$ cat src/serial_port_defs.svh
`ifndef SERIAL_PORT_DEFS_SVH
`define SERIAL_PORT_DEFS_SVH

// ----------------------------------------
// register addresses, channel zero
// ----------------------------------------
`define MODE_CTRL_CH0_ADDR   16'hff80
`define CLOCK_SEL_CH0_ADDR   16'hff81
`define TX_BUFFER_CH0_ADDR   16'hff82
`define SHIFT_REG_CH0_ADDR   16'hff83
// ----------------------------------------
// register addresses, channel one
// ----------------------------------------
`define MODE_CTRL_CH1_ADDR   16'hff88
`define CLOCK_SEL_CH1_ADDR   16'hff89
`define TX_BUFFER_CH1_ADDR   16'hff8a
`define SHIFT_REG_CH1_ADDR   16'hff8b

// ----------------------------------------
// mode control field positions
// ----------------------------------------
`define MODE_ENABLE_BIT      7
`define MODE_TXRX_BIT        6
`define MODE_SS_USE_BIT      5
`define MODE_ORDER_BIT       4
`define MODE_BUSY_BIT        0
// ----------------------------------------
// clock select field positions
// ----------------------------------------
`define CSEL_POL_BIT         4
`define CSEL_PHASE_BIT       3
`define CSEL_DIV_MSB         2

// ----------------------------------------
// reset values and counts
// ----------------------------------------
`define MODE_RESET           8'h00
`define CSEL_RESET           8'h00
`define SHIFT_RESET          8'h00
`define DIV_SLAVE_CODE       3'h7
`define EDGES_PER_BYTE       5'h10

`endif

$ cat src/serial_port_pkg.sv
package serial_port_pkg;

   // ----------------------------------------
   // register images
   // ----------------------------------------
   typedef struct packed {
      logic enable;     // channel_enable
      logic txrx;       // txrx_mode_bit
      logic ss_use;     // slave_select_use, channel one only
      logic lsb_first;  // bit_order_sel
   } mode_t;

   typedef struct packed {
      logic       pol;  // clock_polarity_sel
      logic       pha;  // data_phase_sel
      logic [2:0] div;  // clock_divider_sel
   } clk_sel_t;

   // ----------------------------------------
   // transfer sequencer
   // ----------------------------------------
   typedef enum logic {
      XFER_IDLE,
      XFER_RUN
   } xfer_state_t;

endpackage

$ cat src/serial_clock_divider.sv
`timescale 1ns/1ns
`include "serial_port_defs.svh"

module serial_clock_divider (
   input  wire logic       clk,
   input  wire logic       rst_n,
   input  wire logic       run,   // counts only while a master transfer runs
   input  wire logic [2:0] code,  // clock_divider_sel
   output logic            tick   // one pulse per serial clock half period
);
   import serial_port_pkg::*;

   logic [6:0] count;  // half period counter

   // ----------------------------------------
   // terminal count, half period length in system clocks minus one
   // ----------------------------------------
   function automatic logic [6:0] half_len(input logic [2:0] c);
      // fx/2 gives one cycle per half, each code step doubles it
      half_len = 7'(7'h01 << c) - 7'h01;
   endfunction

   // terminal count reached
   assign tick = run && (count == half_len(code));

   // ----------------------------------------
   // counter, restarted whenever no transfer runs
   // ----------------------------------------
   always_ff @(posedge clk or negedge rst_n) begin
      if (!rst_n) begin
         count <= 7'h00;
      end else if (!run || tick) begin
         // restart keeps the first half period full length
         count <= 7'h00;
      end else begin
         count <= count + 7'h01;
      end
   end

endmodule

$ cat src/three_wire_clocked_serial_port.sv
`timescale 1ns/1ns
`include "serial_port_defs.svh"
// Functional notes
// - eight bit shift register per channel
// - shift register read starts reception, receive mode
// - reception samples serial input into shift register
// - reset clears shift, mode, clock registers
// - enable low clears busy and shift register
// - mode bit: receive only or transmit/receive
// - receive only holds serial output low
// - bit order msb or lsb first
// - mode bit zero is read-only busy
// - channel one slave select use bit
// - polarity and phase pick four timing types
// - divider code picks master rate or slave
// - bit and byte writes to control registers
// - buffer write starts transmit/receive transfer

module three_wire_clocked_serial_port (
   input  wire logic        clk,
   input  wire logic        rst_n,
   // ----------------------------------------
   // processor side
   // ----------------------------------------
   input  wire logic [15:0] bus_addr,
   input  wire logic [7:0]  bus_wdata,
   input  wire logic [7:0]  bus_wmask,       // all ones for byte writes
   input  wire logic        bus_wr,
   input  wire logic        bus_rd,
   output logic      [7:0]  bus_rdata,
   output logic             bus_rvalid,
   // ----------------------------------------
   // serial pins, index is channel
   // ----------------------------------------
   input  wire logic [1:0]  serial_clock_line_in,
   output logic      [1:0]  serial_clock_line_out,
   output logic      [1:0]  serial_clock_line_oe_n,
   input  wire logic [1:0]  serial_in_line,
   output logic      [1:0]  serial_out_line,
   output logic      [1:0]  serial_out_line_oe_n,
   input  wire logic        slave_select_in_n   // channel one only
);
   import serial_port_pkg::*;

   // ----------------------------------------
   // helpers
   // ----------------------------------------
   // merge a masked write, single bit and byte writes alike
   function automatic logic [7:0] merge(input logic [7:0] old_v,
                                        input logic [7:0] new_v,
                                        input logic [7:0] mask);
      merge = (old_v & ~mask) | (new_v & mask);
   endfunction

   // bit that leaves the shift register next
   function automatic logic out_end(input logic [7:0] v, input logic lsb);
      out_end = lsb ? v[0] : v[7];
   endfunction

   localparam logic [15:0] MODE_ADDR [2] = '{`MODE_CTRL_CH0_ADDR, `MODE_CTRL_CH1_ADDR};
   localparam logic [15:0] CSEL_ADDR [2] = '{`CLOCK_SEL_CH0_ADDR, `CLOCK_SEL_CH1_ADDR};
   localparam logic [15:0] TXB_ADDR  [2] = '{`TX_BUFFER_CH0_ADDR, `TX_BUFFER_CH1_ADDR};
   localparam logic [15:0] SHR_ADDR  [2] = '{`SHIFT_REG_CH0_ADDR, `SHIFT_REG_CH1_ADDR};

   mode_t       mode      [2];  // serial_mode_ctrl images
   clk_sel_t    csel      [2];  // serial_clock_sel images
   logic [7:0]  tx_buf    [2];  // transmit_buffer
   logic [7:0]  shift_reg [2];  // shift_register
   xfer_state_t state     [2];  // busy_flag is state == XFER_RUN
   logic [7:0]  rd_mux    [2];  // per channel read data, zero when unmapped

   genvar ch;
   generate
      for (ch = 0; ch < 2; ch++) begin : g_chan
         logic       hit_mode;      // mode register addressed
         logic       hit_csel;      // clock select addressed
         logic       hit_txb;       // transmit buffer addressed
         logic       hit_shr;       // shift register addressed
         logic [7:0] mode_img;      // mode register as read
         logic [7:0] next_mode;     // mode register after a write
         logic       busy;          // transfer in progress
         logic       start_tx;      // buffer write launches a transfer
         logic       start_rx;      // shift register read launches one
         logic       master;        // internal divider drives the clock
         logic       selected;      // slave select lets edges through
         logic       tick;          // divider half period
         logic       phase;         // master clock, relative to idle
         logic       sck_q;         // sampled external clock
         logic       lead;          // leading serial clock edge
         logic       trail;         // trailing serial clock edge
         logic       sample_edge;   // edge that captures the input
         logic       launch_edge;   // edge that updates the output
         logic [4:0] edge_cnt;      // edges seen in this byte
         logic       out_bit;       // output data latch

         assign hit_mode = (bus_addr == MODE_ADDR[ch]);
         assign hit_csel = (bus_addr == CSEL_ADDR[ch]);
         assign hit_txb  = (bus_addr == TXB_ADDR[ch]);
         assign hit_shr  = (bus_addr == SHR_ADDR[ch]);
         assign busy     = (state[ch] == XFER_RUN);

         // busy is bit zero and cannot be written
         assign mode_img = {mode[ch].enable, mode[ch].txrx, mode[ch].ss_use,
                            mode[ch].lsb_first, 3'h0, busy};
         assign next_mode = merge(mode_img, bus_wdata, bus_wmask);

         assign start_tx = bus_wr && hit_txb && mode[ch].enable
                           && mode[ch].txrx && !busy;
         assign start_rx = bus_rd && hit_shr && mode[ch].enable
                           && !mode[ch].txrx && !busy;

         // ----------------------------------------
         // serial clock source
         // ----------------------------------------
         assign master = (csel[ch].div != `DIV_SLAVE_CODE);
         // deselected slave ignores the clock, channel zero always selected
         assign selected = !((ch == 1) && mode[ch].ss_use
                             && slave_select_in_n);

         serial_clock_divider u_div (
            .clk   (clk),
            .rst_n (rst_n),
            .run   (busy && master),
            .code  (csel[ch].div),
            .tick  (tick)
         );

         // external clock is taken as synchronous, one stage of history
         always_ff @(posedge clk or negedge rst_n) begin
            if (!rst_n) begin
               sck_q <= 1'b0;
            end else begin
               sck_q <= serial_clock_line_in[ch];
            end
         end

         // edges measured against the idle level set by polarity
         always_comb begin
            if (master) begin
               lead  = tick && !phase;
               trail = tick && phase;
            end else begin
               lead  = selected && busy && (sck_q == csel[ch].pol)
                       && (serial_clock_line_in[ch] != csel[ch].pol);
               trail = selected && busy && (sck_q != csel[ch].pol)
                       && (serial_clock_line_in[ch] == csel[ch].pol);
            end
         end

         // phase zero captures on leading, phase one a half clock later
         assign sample_edge = csel[ch].pha ? trail : lead;
         assign launch_edge = csel[ch].pha ? lead : trail;

         // ----------------------------------------
         // mode and clock select registers
         // ----------------------------------------
         always_ff @(posedge clk or negedge rst_n) begin
            if (!rst_n) begin
               mode[ch] <= mode_t'(`MODE_RESET);
               csel[ch] <= clk_sel_t'(`CSEL_RESET);
            end else if (bus_wr) begin
               if (hit_mode) begin
                  mode[ch].enable    <= next_mode[`MODE_ENABLE_BIT];
                  mode[ch].txrx      <= next_mode[`MODE_TXRX_BIT];
                  // bit five has no storage on channel zero
                  mode[ch].ss_use    <= (ch == 1) && next_mode[`MODE_SS_USE_BIT];
                  mode[ch].lsb_first <= next_mode[`MODE_ORDER_BIT];
               end
               if (hit_csel) begin
                  // software keeps this stable while enabled
                  csel[ch] <= clk_sel_t'(merge({3'h0, csel[ch]}, bus_wdata,
                                               bus_wmask));
               end
            end
         end

         // ----------------------------------------
         // transmit buffer, plain storage
         // ----------------------------------------
         always_ff @(posedge clk or negedge rst_n) begin
            if (!rst_n) begin
               tx_buf[ch] <= `SHIFT_RESET;
            end else if (bus_wr && hit_txb) begin
               tx_buf[ch] <= bus_wdata;
            end
         end

         // ----------------------------------------
         // sequencer: busy flag and edge count
         // ----------------------------------------
         always_ff @(posedge clk or negedge rst_n) begin
            if (!rst_n) begin
               state[ch] <= XFER_IDLE;
               edge_cnt  <= 5'h00;
               phase     <= 1'b0;
            end else if (!mode[ch].enable) begin
               // disabling aborts whatever was in flight
               state[ch] <= XFER_IDLE;
               edge_cnt  <= 5'h00;
               phase     <= 1'b0;
            end else begin
               case (state[ch])
                  XFER_IDLE: begin
                     edge_cnt <= 5'h00;
                     phase    <= 1'b0;
                     if (start_tx || start_rx) begin
                        state[ch] <= XFER_RUN;
                     end
                  end
                  XFER_RUN: begin
                     if (lead || trail) begin
                        edge_cnt <= edge_cnt + 5'h01;
                        phase    <= !phase;
                        // sixteenth edge ends the eighth clock
                        if (edge_cnt == `EDGES_PER_BYTE - 5'h01) begin
                           state[ch] <= XFER_IDLE;
                        end
                     end
                  end
                  default: begin
                     state[ch] <= XFER_IDLE;
                  end
               endcase
            end
         end

         // ----------------------------------------
         // shift register and output latch
         // ----------------------------------------
         always_ff @(posedge clk or negedge rst_n) begin
            if (!rst_n) begin
               shift_reg[ch] <= `SHIFT_RESET;
               out_bit       <= 1'b0;
            end else if (!mode[ch].enable) begin
               shift_reg[ch] <= `SHIFT_RESET;
               out_bit       <= 1'b0;
            end else if (start_tx) begin
               // first bit is on the line before the first edge
               shift_reg[ch] <= bus_wdata;
               out_bit       <= out_end(bus_wdata, mode[ch].lsb_first);
            end else if (busy && sample_edge) begin
               if (mode[ch].lsb_first) begin
                  shift_reg[ch] <= {serial_in_line[ch], shift_reg[ch][7:1]};
               end else begin
                  shift_reg[ch] <= {shift_reg[ch][6:0], serial_in_line[ch]};
               end
            end else if (busy && launch_edge) begin
               out_bit <= out_end(shift_reg[ch], mode[ch].lsb_first);
            end
         end

         // ----------------------------------------
         // pins
         // ----------------------------------------
         // idle at polarity level, inverted during the active half
         assign serial_clock_line_out[ch]  = csel[ch].pol ^ phase;
         assign serial_clock_line_oe_n[ch] = !(mode[ch].enable && master);
         // receive only forces the line low rather than floating
         assign serial_out_line[ch] = mode[ch].txrx && out_bit;
         assign serial_out_line_oe_n[ch] = !(mode[ch].enable && selected);

         // ----------------------------------------
         // read mux
         // ----------------------------------------
         always_comb begin
            if (hit_mode) begin
               rd_mux[ch] = mode_img;
            end else if (hit_csel) begin
               rd_mux[ch] = {3'h0, csel[ch]};
            end else if (hit_txb) begin
               rd_mux[ch] = tx_buf[ch];
            end else if (hit_shr) begin
               rd_mux[ch] = shift_reg[ch];
            end else begin
               rd_mux[ch] = 8'h00;
            end
         end
      end
   endgenerate

   // ----------------------------------------
   // registered read answer, one cycle after the strobe
   // ----------------------------------------
   always_ff @(posedge clk or negedge rst_n) begin
      if (!rst_n) begin
         bus_rdata  <= 8'h00;
         bus_rvalid <= 1'b0;
      end else begin
         bus_rvalid <= bus_rd;
         if (bus_rd) begin
            bus_rdata <= rd_mux[0] | rd_mux[1];
         end
      end
   end

endmodule

$ cat config.mk
export PLATFORM = sky130hd
export DESIGN_NAME = three_wire_clocked_serial_port
export DESIGN_NICKNAME = d
export VERILOG_FILES = /design/src/serial_port_pkg.sv /design/src/serial_clock_divider.sv /design/src/three_wire_clocked_serial_port.sv
export VERILOG_INCLUDE_DIRS = /design/src
export SDC_FILE = /design/constraint.sdc
export NUM_CORES = 1
export LEC_CHECK = 0
export ABC_AREA = 1
export BUFFER_PORTS_ARGS = -buffer_cell sky130_fd_sc_hd__buf_2
export CORE_MARGIN = 2
export CORE_UTILIZATION = 40
export DETAILED_ROUTE_END_ITERATION = 7
export GPL_TIMING_DRIVEN = 0
export PLACE_DENSITY = 0.55
export RECOVER_POWER = 50
export SLEW_MARGIN = 25
export SYNTH_ARGS = -nofsm -noshare
export SYNTH_HDL_FRONTEND = slang
export SYNTH_HIERARCHICAL = 1
export SYNTH_SLANG_ARGS = --single-unit
$ cat constraint.sdc
create_clock -name clk -period 5.3 [get_ports clk]
set_input_delay 1.06 -clock clk [delete_from_list [all_inputs] [get_ports clk]]
set_output_delay 1.06 -clock clk [all_outputs]
set_load 0.05 [all_outputs]
== Word-level counts from Yosys, hierarchy flattened ==
Index checks and enable logic that the tools add are counted.
W data, S select, Z words.

* Shift operators: 2
* $add $sub $neg: 6
* Muxes and demuxes: 60
* Bitwise logic cells: 15
* Equality and inequality tests: 30
* Reductions and logical operators: 68

{| class="wikitable"
|+ Operator list
! operator !! count
|-
| $eq A16 B16 Y1 const B || 8
|-
| $mux W8 || 16
|-
| $logic_and A1 B1 Y1 || 43
|-
| $mux W1 || 32
|-
| $and A8 B8 Y8 || 3
|-
| $or A8 B8 Y8 || 3
|-
| $mux W5 || 4
|-
| $pmux W5 S2 || 2
|-
| $add A7 B1 Y7 const B || 2
|-
| $eq A7 B7 Y1 || 2
|-
| $mux W7 || 2
|-
| $shl A1 B3 Y7 const A || 2
|-
| $sub A7 B1 Y7 const B || 2
|-
| $logic_not A1 Y1 || 13
|-
| $ne A3 B1 Y1 const B || 4
|-
| $ne A3 B3 Y1 const B || 4
|-
| $reduce_and A2 Y1 || 6
|-
| $add A5 B1 Y5 const B || 2
|-
| $and A5 B5 Y5 || 2
|-
| $eq A5 B4 Y1 const B || 2
|-
| $or A5 B5 Y5 || 2
|-
| $not A8 Y8 || 1
|-
| $pmux W1 S2 || 4
|-
| $logic_or A1 B1 Y1 || 6
|-
| 5 further kinds || 14
|}

* Output and inout port bits: 17
* Logic and storage cells: 212
* Flip-flop bits (word level): 90

== Longest topological paths before layout ==
* Depth after elaboration: 12
* Mapped depth: 19

== Modules after synthesis ==
Netlist, hierarchy kept.

{| class="wikitable"
|+ By module, submodules not included
! module !! times used !! area each (µm²) !! cells each
|-
| three_wire_clocked_serial_port || 1 || 4,692.0 || 681
|-
| serial_clock_divider || 2 || 506.7 || 70
|}

== Least setup slack after synthesis ==
No wires, ideal clock.

* Path kind: input -> output
* Start point: input slave_select_in_n
* End point: output serial_out_line_oe_n[1]
* Path slack: 2,791 ps
* Cell stages on the path: 2
* Arrival time: 1,449 ps
* Path through: nand2_1 -> nand2_1

* Longest elaborated chain between the ends: 4

{| class="wikitable"
|+ RTL lines
! element !! RTL line !! source
|-
| start, declared || three_wire_clocked_serial_port.sv:41 || <nowiki>input wire logic slave_select_in_n</nowiki>
|-
| $logic_and A1 B1 Y1 || three_wire_clocked_serial_port.sv:118 || <nowiki>&& slave_select_in_n);</nowiki>
|-
| $logic_not A1 Y1 || three_wire_clocked_serial_port.sv:117 || <nowiki>assign selected = !((ch == 1) && mode[ch].ss_use</nowiki>
|-
| $logic_and A1 B1 Y1 || three_wire_clocked_serial_port.sv:260 || <nowiki>assign serial_out_line_oe_n[ch] = !(mode[ch].enable && selected);</nowiki>
|-
| $logic_not A1 Y1 || three_wire_clocked_serial_port.sv:260 ||
|-
| end, declared || three_wire_clocked_serial_port.sv:40 || <nowiki>output logic [1:0] serial_out_line_oe_n,</nowiki>
|}

Every way passes these cells.

==> impl_results.md <==
- Status: complete, but fails checks
- Failing checks: max-capacitance violations, max-slew violations
- FMAX: just over 0.3 GHz
- Via-to-Cell Ratio: 5.12
- Compound-Gate Fraction of Synth Area: 0.0682
- Max-slew violation count: 69
- Largest family of logic cells by synthesized area: simple AND/OR/NAND/NOR gates
- Post-CTS Setup Inserts: 0
- RSZ-0062 raised after global routing: no
- Simple-Gate Fraction of Synth Area: 0.401
- Antenna violations before repair: 0
- Area after DPL: 6250 um^2
- Final net count: 937
- Met3 Usage GRT: 0.0309
- Worst path max stage delay: 1.39 ns
- Num CTS Buffers: 9
- CTS tree: done
- Number of synthesized register bits: 90
- P&R area growth vs syn: 13.2%
- Data required, critical path: 5.43 ns
- Cell Chain, Critical Path: clkbuf_1, clkbuf_2
- Detailed-placement wirelength estimate: 12,100 um
- Synth Instances: 821
- CP Launch Type: primary input
- Largest net degree at the start of global routing: 69
- CP max-delay cell: clkbuf_2
- Vias in the first global route: 5,229
- Hold_buf cts: 0
- Diode count: 0
- Register area share after synthesis: 0.395
- Sink Count: 90
- TritonRoute pass-1 iters: 5
- Met1 usage: 0.322
- Gpl congestion: about 0.86
- Synth Area in XOR/XNOR: 0.0307
- Adder-cell share of the synthesized area: 0.0132
- Crit. End Element: async pin
- Crit path max fanout: 68
- CTS Root Cell: clkbuf_16
- Worst hold slack: 0.474 ns
- Total I/O pin count: 58
- Die Wd: 123 um
- Max-capacitance violation count: 1
- Seq. cell area: 2250 um^2
- # setup viols final: 0
- Clk pin slew, worst setup/hold paths: approximately 0.06 ns
- Post-synth EDFFs: 0
- I/O Buffers: 57
- Drt drc: 0
- Core Box Area: 13,900 um^2
- Buf/Inv on CP: 2
- Bufs on Longest Clock Path: 2
- # fillers: 1,457
- LEAKAGE: roughly 3.3 nW
- Post-layout minimum cycle time: 3.29 ns
- Number of distinct library cells after synthesis: 37
- Tot Pwr: approximately 1.4 mW
- Final worst path period share: 0.620
- GRT met2 Usage: 0.333
- Pwr dens: 210 nW/um^2
- Final Cell Area: between 6000 and 7000 um^2
- Worst slew pin tran: 1.72 ns
- Worst Setup Path Type: primary input to async pin
- Total track usage: 0.221
- Yosys warnings: 6
- Cell area after synthesis: 5710 um^2
- Die Ht: roughly 120 um
- Async S/R FF share, synth: 1.00
- Reg2Reg Setup Slack: 2.89 ns
- Ratio of cells with drive above 1 in the final layout: 0.141
- Cts repair resizes: 0
- Final-report hold violation count: 0
- Mux contribution to synthesized area: 0.00526
- Aggregate global routing overflow: 0
- Post-route ant nets: 0
- TNS Setup: 0 ns
- Mapped Nets: 868
- Gr busiest metal: met2
- Routed vias: around 5,500
- Peak VDD IR: 0.000126 V
- Routed len/inst: 14.6 um
- Multi-input gate area: 2940 um^2
- Top delay family on crit path: buffers and inverters
- Routed WL: 15,700 um
- Initial Util: 0.411
- First-iteration detailed-routing DRC count: 412
- Rows: 43
- HP Class: flip-flop to flip-flop
- Slew margin rel.: -0.146
- Clock Skew: roughly 0.0072 ns
- Die ar.: 15,200 um^2
- Clk_lat worst skew: 0.35 ns
- Synth Flop Type: dfrtp_1
- Max H-tree Level: 3
- Syn Area/Cell: approximately 6.9 um^2
- First-pass GRT wire length: 26,000 um
- Critical path arrival: 3.42 ns
final cells by class:
type / count / share of cell area
inverter: 90 / 0.0543
sequential: 90 / 0.349
tap: 180 / 0.0349
buffer: 23 / 0.0211
multi-input combinational: 618 / 0.456
clock inverter: 3 / 0.00233
clock buffer: 13 / 0.0388
timing repair buffer: 58 / 0.0442
Yosys cell counts, types with 3 or more instances:
cell type,instances,area (um^2)
a21oi_1,19,95.1
buf_2,10,50.1
buf_6,5,56.3
clkbuf_1,5,18.8
dfrtp_1,90,2250
ha_1,6,75.1
inv_1,82,308
inv_2,5,18.8
mux2i_1,3,30.0
nand2_1,257,965
nand2_2,5,31.3
nand2_4,3,33.8
nand3_1,117,586
nand3_2,5,50.1
nand3b_1,3,22.5
nand4_1,4,25.0
nor2_1,82,308
nor2_2,20,125
nor2_4,4,45.0
nor3_1,11,55.1
o211ai_1,3,22.5
o21ai_0,45,225
xnor2_1,8,70.1
xor2_1,12,105
worst min-delay path: stages (launching register included):
cell     delay (ns)
dfrtp_1        0.34
nand2_1        0.05
nand2_1        0.05
cell usage in the layout (no fill, tap or decap), drive strengths merged, types with 2 or more instances in the layout:
cell    synthesis  routed
inv            87      87
buf            18      70
o21a            2       2
ha              6       6
o21ai          47      47
nor2          107     107
nand3         122     122
clkbuf          5      24
nand3b          3       3
a21oi          19      19
nand4           4       4
o211ai          3       3
dfrtp          90      90
clkinv          3       6
xor2           12      12
xnor2           8       8
nand2         265     265
mux2i           3       3
nor3           12      12
report_power, final:
group	total (mW)	internal [mW]	switching [mW]	leakage (nW)
clock	0.598	0.329	0.268	0.133
sequential	0.689	0.689	0.000856	1.23
combinational	0.0697	0.0184	0.0513	1.91
total	1.36	1.04	0.321	3.28
cells by family (layout without fill, tap and decap cells):
group           after synthesis  in the layout
simple gates                515            515
buf+inv                     113            187
flops                        90             90
compound gates               74             74
xor+xnor                     20             20
fa+ha+maj                     6              6
mux                           3              3
metrics by stage:
step	utilization	setup slack, ns	instances
2_1_floorplan	-	2.79	821
3_3_place_gp	0.448	2.20	1058
3_5_place_dp	0.450	2.69	1059
4_1_cts	0.469	2.69	1075
5_1_grt	0.465	1.40	1075
6_report	0.465	2.01	1075
layer usage:
layer / up-vias / share of wire
met5: - / 0
met4: 0 / 0.022
met3: 24 / 0.053
met2: 157 / 0.44
met1: 2575 / 0.48
li1: 2746 / -
worst paths after layout:
path / start / to / depth (start not counted)
max: rst_n / shift_reg[15]$_DFFE_PN0P_ / 2
min: bus_rdata[0]$_DFFE_PN0P_ / bus_rdata[0]$_DFFE_PN0P_ / 2
max reg2reg: flip-flop / shift_reg[4]$_DFFE_PN0P_ / 17
min reg2reg: bus_rdata[0]$_DFFE_PN0P_ / bus_rdata[0]$_DFFE_PN0P_ / 2
max in group clk: slave_select_in_n / serial_out_line_oe_n[1] / 4
min in group asynchronous: rst_n / g_chan[1].out_bit$_DFFE_PN0P_ / 1
Power figures use the tool's default switching activity.
